$ cat src/include/qpc_pkg.sv
/*
  shared constants and types for the quadrature position counter.
  assumes encoder phase and index inputs are already synchronous to core_clk.
*/
package qpc_pkg;
  localparam int LINES_DEFAULT = 1024;
  localparam int EDGES_PER_LINE = 4;
  localparam int POS_WIDTH = 16;
  localparam int FRAC_WIDTH = 16;
  localparam logic [POS_WIDTH-1:0] POS_RESET = 16'h0000;
  localparam logic [POS_WIDTH-1:0] EXPECTED_INDEX_DEFAULT = 16'h0000;
  localparam logic [1:0] PHASE_RESET = 2'h0;
  localparam logic [1:0] DECODE_RELOAD = 2'h0;

  typedef enum logic [1:0]
  {
    QPC_STEP_NONE,
    QPC_STEP_UP,
    QPC_STEP_DOWN
  } qpc_step_t;
endpackage : qpc_pkg

$ cat src/rtl/qpc_position_counter.sv
/*
  rotor position counter with index check and angle scaling.
  assumes encoder phases and index are synchronous to core_clk; phase reset
  state is 00 so the encoder should rest there or one spurious step may occur.
*/
`timescale 1ns/1ps
module qpc_position_counter
#(
  parameter int LINES = qpc_pkg::LINES_DEFAULT,
  parameter int POS_W = qpc_pkg::POS_WIDTH,
  parameter int FRAC_W = qpc_pkg::FRAC_WIDTH,
  parameter bit INDEX_CHECK = 1'b1,
  parameter logic [qpc_pkg::POS_WIDTH-1:0] EXPECTED_INDEX = qpc_pkg::EXPECTED_INDEX_DEFAULT
)
(
  input wire logic core_clk,
  input wire logic nrst,
  input wire logic phaseA,
  input wire logic phaseB,
  input wire logic indexPulse,
  input wire logic errorClear,
  output logic signed [POS_W-1:0] position,
  output logic signed [POS_W-1:0] basicPosition,
  output logic signed [POS_W-1:0] indexCount,
  output logic indexSeen,
  output logic positionError,
  output logic signed [FRAC_W-1:0] angleFrac
);
  // compare limit and counts per revolution
  localparam logic signed [POS_W-1:0] LIMIT = POS_W'(qpc_pkg::EDGES_PER_LINE * LINES - 1);
  localparam logic signed [POS_W+FRAC_W-1:0] SPAN = (POS_W+FRAC_W)'(qpc_pkg::EDGES_PER_LINE * LINES);

  logic stepValid;
  logic stepUp;
  logic indexRise;
  logic signed [POS_W-1:0] cascade_q;
  logic signed [POS_W-1:0] cascade_d;
  logic signed [POS_W-1:0] basic_q;
  logic signed [POS_W-1:0] basic_d;
  logic signed [POS_W-1:0] idxCount_q;
  logic signed [POS_W-1:0] idxCount_d;
  logic idxSeen_q;
  logic idxSeen_d;
  logic index_q;
  logic index_d;
  logic error_q;
  logic error_d;
  logic signed [FRAC_W-1:0] frac_q;
  logic signed [FRAC_W-1:0] frac_d;
  // wide intermediate for the fraction divide
  logic signed [POS_W+FRAC_W-1:0] scaled;

  // decoder count stays internal; only step and direction leave the stage
  qpc_quad_decoder u_decoder
  (
    .core_clk(core_clk),
    .nrst(nrst),
    .phaseA(phaseA),
    .phaseB(phaseB),
    .stepValid(stepValid),
    .stepUp(stepUp),
    .decodeCount()
  );

  // index edge detect; the register resets low like the idle pin
  always_comb
  begin
    index_d = indexPulse;
    indexRise = indexPulse && !index_q;
  end

  // cascaded stage: direction internal from decoder, not cleared by index
  always_comb
  begin
    cascade_d = cascade_q;
    // wrap on reaching either compare limit
    if (stepValid)
    begin
      if (stepUp)
      begin
        cascade_d = (cascade_q == LIMIT) ? POS_W'(0) : cascade_q + POS_W'(1);
      end
      else
      begin
        cascade_d = (cascade_q == -LIMIT) ? POS_W'(0) : cascade_q - POS_W'(1);
      end
    end
  end

  // basic counter, cleared by index once per revolution
  always_comb
  begin
    basic_d = basic_q;
    if (indexRise)
    begin
      basic_d = POS_W'(0);
    end
    else if (stepValid)
    begin
      basic_d = stepUp ? basic_q + POS_W'(1) : basic_q - POS_W'(1);
      // without the cascade this counter takes over its wrap limits
      if (!INDEX_CHECK && basic_q == (stepUp ? LIMIT : -LIMIT))
      begin
        basic_d = POS_W'(0);
      end
    end
  end

  // index capture and check; a new mismatch wins over clear
  always_comb
  begin
    idxCount_d = idxCount_q;
    idxSeen_d = idxSeen_q;
    error_d = error_q && !errorClear;
    // the capture sees the count before any step in the same cycle
    if (indexRise && INDEX_CHECK)
    begin
      idxCount_d = cascade_q;
      idxSeen_d = 1'b1;
      if (cascade_q != $signed(EXPECTED_INDEX[POS_W-1:0]))
      begin
        error_d = 1'b1;
      end
    end
  end

  // scale position by 2^(FRAC_W-1)/(4*lines); the divide truncates toward zero
  // registered, so the fraction follows position by one cycle
  always_comb
  begin
    scaled = (POS_W+FRAC_W)'(position) <<< (FRAC_W - 1);
    scaled = scaled / SPAN;
    frac_d = scaled[FRAC_W-1:0];
  end

  // cascade register
  always_ff @(posedge core_clk)
  begin
    if (!nrst)
    begin
      cascade_q <= qpc_pkg::POS_RESET;
    end
    else
    begin
      cascade_q <= cascade_d;
    end
  end

  // basic counter register
  always_ff @(posedge core_clk)
  begin
    if (!nrst)
    begin
      basic_q <= qpc_pkg::POS_RESET;
    end
    else
    begin
      basic_q <= basic_d;
    end
  end

  // index capture and error registers
  always_ff @(posedge core_clk)
  begin
    if (!nrst)
    begin
      idxCount_q <= qpc_pkg::POS_RESET;
      idxSeen_q <= 1'b0;
      error_q <= 1'b0;
    end
    else
    begin
      idxCount_q <= idxCount_d;
      idxSeen_q <= idxSeen_d;
      error_q <= error_d;
    end
  end

  // previous index level for the edge detect
  always_ff @(posedge core_clk)
  begin
    if (!nrst)
    begin
      index_q <= 1'b0;
    end
    else
    begin
      index_q <= index_d;
    end
  end

  // angle fraction register
  always_ff @(posedge core_clk)
  begin
    if (!nrst)
    begin
      frac_q <= '0;
    end
    else
    begin
      frac_q <= frac_d;
    end
  end

  // outputs straight from registers
  assign position = INDEX_CHECK ? cascade_q : basic_q;
  assign basicPosition = basic_q;
  assign indexCount = idxCount_q;
  assign indexSeen = idxSeen_q;
  assign positionError = error_q;
  assign angleFrac = frac_q;
endmodule : qpc_position_counter

$ cat src/rtl/qpc_quad_decoder.sv
/*
  first counter stage: decodes the two encoder phases into step and direction.
  assumes phaseA and phaseB are synchronous to core_clk and already debounced.
*/
`timescale 1ns/1ps
module qpc_quad_decoder
(
  input wire logic core_clk,
  input wire logic nrst,
  input wire logic phaseA,
  input wire logic phaseB,
  output logic stepValid,
  output logic stepUp,
  output logic [1:0] decodeCount
);
  logic [1:0] phase_q;
  logic [1:0] phase_d;
  logic [1:0] decode_q;
  logic [1:0] decode_d;
  qpc_pkg::qpc_step_t step;

  // gray sequence 00-10-11-01 of phaseA,phaseB counts up when phaseA leads
  always_comb
  begin
    step = qpc_pkg::QPC_STEP_NONE;
    unique case ({phase_q, phaseA, phaseB})
      4'h1, 4'h7, 4'he, 4'h8: step = qpc_pkg::QPC_STEP_DOWN;
      4'h2, 4'hb, 4'hd, 4'h4: step = qpc_pkg::QPC_STEP_UP;
      default: step = qpc_pkg::QPC_STEP_NONE;
    endcase
  end

  always_comb
  begin
    phase_d = {phaseA, phaseB};
    decode_d = decode_q;
    if (step == qpc_pkg::QPC_STEP_UP)
    begin
      decode_d = (decode_q == 2'h3) ? qpc_pkg::DECODE_RELOAD : decode_q + 2'h1;
    end
    else if (step == qpc_pkg::QPC_STEP_DOWN)
    begin
      // counts toward zero and reloads on reaching it
      decode_d = (decode_q == qpc_pkg::DECODE_RELOAD) ? 2'h3 : decode_q - 2'h1;
    end
  end

  always_ff @(posedge core_clk)
  begin
    if (!nrst)
    begin
      phase_q <= qpc_pkg::PHASE_RESET;
      decode_q <= qpc_pkg::DECODE_RELOAD;
    end
    else
    begin
      phase_q <= phase_d;
      decode_q <= decode_d;
    end
  end

  assign stepValid = (step != qpc_pkg::QPC_STEP_NONE);
  assign stepUp = (step == qpc_pkg::QPC_STEP_UP);
  assign decodeCount = decode_q;
endmodule : qpc_quad_decoder

$ cat config.mk
export PLATFORM = sky130hd
export DESIGN_NAME = qpc_position_counter
export DESIGN_NICKNAME = d
export VERILOG_FILES = /design/src/include/qpc_pkg.sv /design/src/rtl/qpc_position_counter.sv /design/src/rtl/qpc_quad_decoder.sv
export SDC_FILE = /design/constraint.sdc
export NUM_CORES = 1
export LEC_CHECK = 0
export ABC_AREA = 1
export BUFFER_PORTS_ARGS = -buffer_cell sky130_fd_sc_hd__buf_2
export CAP_MARGIN = 20
export CORE_MARGIN = 2
export CORE_UTILIZATION = 35
export CTS_BUF_LIST = sky130_fd_sc_hd__clkbuf_8
export DETAILED_ROUTE_END_ITERATION = 6
export PLACE_DENSITY = 0.66
export SLEW_MARGIN = 20
export SYNTH_ARGS = -nofsm -noshare
export SYNTH_HDL_FRONTEND = slang
export SYNTH_HIERARCHICAL = 1
export SYNTH_SLANG_ARGS = --single-unit
export TNS_END_PERCENT = 50
$ cat constraint.sdc
create_clock -name core_clk -period 3.4 [get_ports core_clk]
set_input_delay 0.34 -clock core_clk [delete_from_list [all_inputs] [get_ports core_clk]]
set_output_delay 0.34 -clock core_clk [all_outputs]
set_load 0.1 [all_outputs]
==> summary.md <==
| Metric | Value |
|---|---|
| Status | `completed` |
| Final period utilization | `~78%` |
| Worst-path clk slew | `0.07 ns` |
| Pin count of the biggest net entering global routing | `31` |
| Row count | `38` |
| Setup_tns | `0 ns` |
| Final instance area | `~0.0046 mm^2` |
| DRC viols | `0` |
| Ys Warns | `6` |
| R2r endpoint | `basicPosition[10]$_SDFFE_PP0P_` |
| Die X | `around 110 um` |
| Slowest stage delay, CP | `approximately 0.4 ns` |
| Clock buffer depth | `2` |
| Final WL | `10610 um` |
| Port buffer count | `68` |
| Vias | `3905` |
| Peak VDD IR | `0.2854 mV` |
| Core area | `around 0.011 mm^2` |
| Hold endpoint | `index_q$_SDFF_PN0_` |
| Nets | `703` |
| Pwr dens | `781.5 mW/mm^2` |
| Post-CTS Resized | `0` |
| CTS HTree Levels | `3` |
| Clk Latency, worst-skew pair | `~0.36 ns` |
| Worst path slowest cell | `inv_1` |
| Worst R2R Start | `u_decoder/phase_q[1]$_SDFF_PN0_` |
| Synth Cell Area | `0.003961 mm^2` |
| Origin of the worst min-delay path | `indexPulse` |
| FMAX | `around 370 MHz` |
| Number of I/O pins | `72` |
| DP Wirelength | `about 7900 um` |
| Total of max-cap violations | `0` |
| Most used cell, CP | `nand2_1` |
| Wire length per cell | `between 10 and 15 um` |
| Share of cells above drive strength 1 | `~16%` |
| Pleak | `2.577 nW` |
| Clock sink total | `66` |
| Hold path cells | `3` |
| CP Capture Type | `register` |
| Antenna viol nets, final | `0` |
| Root Buffer | `clkbuf_8` |
| Hold-fix buffers, CTS | `0` |
| Average vias per placed instance | `between 4 and 5` |
| Required time worst endpoint | `3.65 ns` |
| 1st-pass router iterations | `5` |
| Area Growth Syn to Fin | `15.89%` |
| Worst-path cell chain | `xor2_1 -> nand2_1 -> ha_1 -> inv_1 -> ha_1 -> a21oi_1 -> nor2_1 -> nor2_1 -> nand3_1 -> nand2_1 -> nand2_1 -> o21ai_1 -> inv_1` |
| Post-synthesis area per instance | `6.452 um^2` |
| RD Place Congestion | `around 0.9` |
| Setup Fix Bufs, Post-CTS | `0` |
| Worst hold path class | `primary input to register` |
| Dpl cell area | `0.004404 mm^2` |
| Crit-path max FO | `15` |
| Post-Syn Instances | `614` |
| RSZ-0062 raised after global routing | `false` |
| CTS tree | `done` |
| Final Hold Fails | `0` |
| First-pass GRT wire length | `approximately 18000 um` |
| Starting Density | `36.22%` |
| Num CTS Buffers | `9` |
| Worst setup path start | `u_decoder/phase_q[1]$_SDFF_PN0_` |
| Worst-margin pin slew | `0.5573 ns` |
| DR iter-0 viols | `187` |
| Final setup fails | `0` |
| Vias in the first global route | `3645` |
| Total gr overflow | `0` |
| Overall routing resource usage | `a little under a fifth` |
| Crit path time final | `around 2.7 ns` |
| ANT cells | `0` |
| Die area | `0.01218 mm^2` |
| Initial antenna violation count | `0` |
| Worst-case reg-to-reg path depth | `13` |
| Critical path startpoint category | `register` |
| CP arrival | `2.92 ns` |
| Slew Viols, Final | `0` |
| Slew headroom | `about 63%` |
| Reg-to-reg slack, setup | `0.73 ns` |
| Fin Clk Skew | `0.01203 ns` |
| Die span in y | `about 110 um` |
| Critical path type | `register to register` |
## through the flow
step	power (mW)	setup slack [ns]	hold slack, ns	util [%]	std cells
after floorplan	2.633	0.9135	0.4335	-	616
after global placement	2.937	0.6714	0.4550	40.27	806
after detailed placement	2.951	0.5722	0.4619	40.27	806
after CTS	3.598	0.7243	0.1702	41.98	822
after global routing	3.823	0.3628	0.1856	41.98	822
final	3.588	0.7316	0.1869	41.98	822
## worst max path at each step
stage | end | slack (ns) | depth (start not counted)
2_1_floorplan | basicPosition[9]$_SDFFE_PP0P_ | 0.91 | 15
3_3_place_gp | basicPosition[8]$_SDFFE_PP0P_ | 0.67 | 15
3_5_place_dp | basicPosition[10]$_SDFFE_PP0P_ | 0.57 | 14
4_1_cts | basicPosition[10]$_SDFFE_PP0P_ | 0.72 | 13
5_1_grt | basicPosition[10]$_SDFFE_PP0P_ | 0.36 | 13
6_report | basicPosition[10]$_SDFFE_PP0P_ | 0.73 | 13
## layer usage
metal / vias up / track usage [%] / part of all wire, %
li1: 2040 / - / -
met1: 1754 / 25.98 / 50
met2: 101 / 29.10 / 44
met3: 10 / 3.762 / 5.2
met4: 0 / 5.625 / 1.3
met5: - / 0 / 0
## registers in the layout (all words and copies together), names as in the netlist
register           flops
basicPosition         16
indexSeen              1
positionError          1
index_q                1
u_decoder/phase_q      2
position              16
angleFrac             13
indexCount            16
## cells in the final DEF (no fill, tap or decap)
cell type and count:
nand2_1 147, nor2_1 101, inv_1 78, buf_2 68, dfxtp_1 66, nand3_1 41
a21oi_1 38, ha_1 19, o21ai_0 18, xor2_1 16, inv_2 12, o21ai_1 10
nor3_1 9, clkbuf_8 9, nand4_1 7, nand2_2 5, buf_4 4, o21bai_1 3
xnor2_1 3, conb_1 3, nor2_4 2, nor2_2 2, nand2_4 2, a21boi_1 2
a21o_1 2, clkinvlp_4 2, clkinv_2 2, nand3_2 1, nor3_4 1, nand3b_1 1
or2_2 1, a31oi_1 1, a21boi_0 1, o211ai_1 1, and2_1 1, o21a_1 1
fa_1 1, bufinv_16 1
## critical path, delay by kind of cell, from the launching register on
kind / cells / cell delay, ns
AO/OA/AOI/OAI: 2 / 0.42
XOR/XNOR: 1 / 0.22
adder cells (fa/ha/maj): 2 / 0.59
AND/OR/NAND/NOR: 6 / 0.59
buffers and inverters: 2 / 0.45
flip-flops: 1 / 0.32
## area by class of cell
type	count	area (um^2)
Multi-Input combinational cell	440	2207
Inverter	88	330.3
Clock buffer	9	123.9
Clock inverter	7	62.56
Sequential cell	66	1321
Fill cell	1211	6345
Timing Repair Buffer	72	370.4
Tap cell	140	175.2
## power breakdown
group          internal [mW]  switching (mW)  leakage (nW)
clock network          0.330           0.313        0.0976
logic                  0.421            1.50          1.94
registers              0.887           0.135         0.544
total                   1.64            1.95          2.58
(Power assumes the default switching activity.)
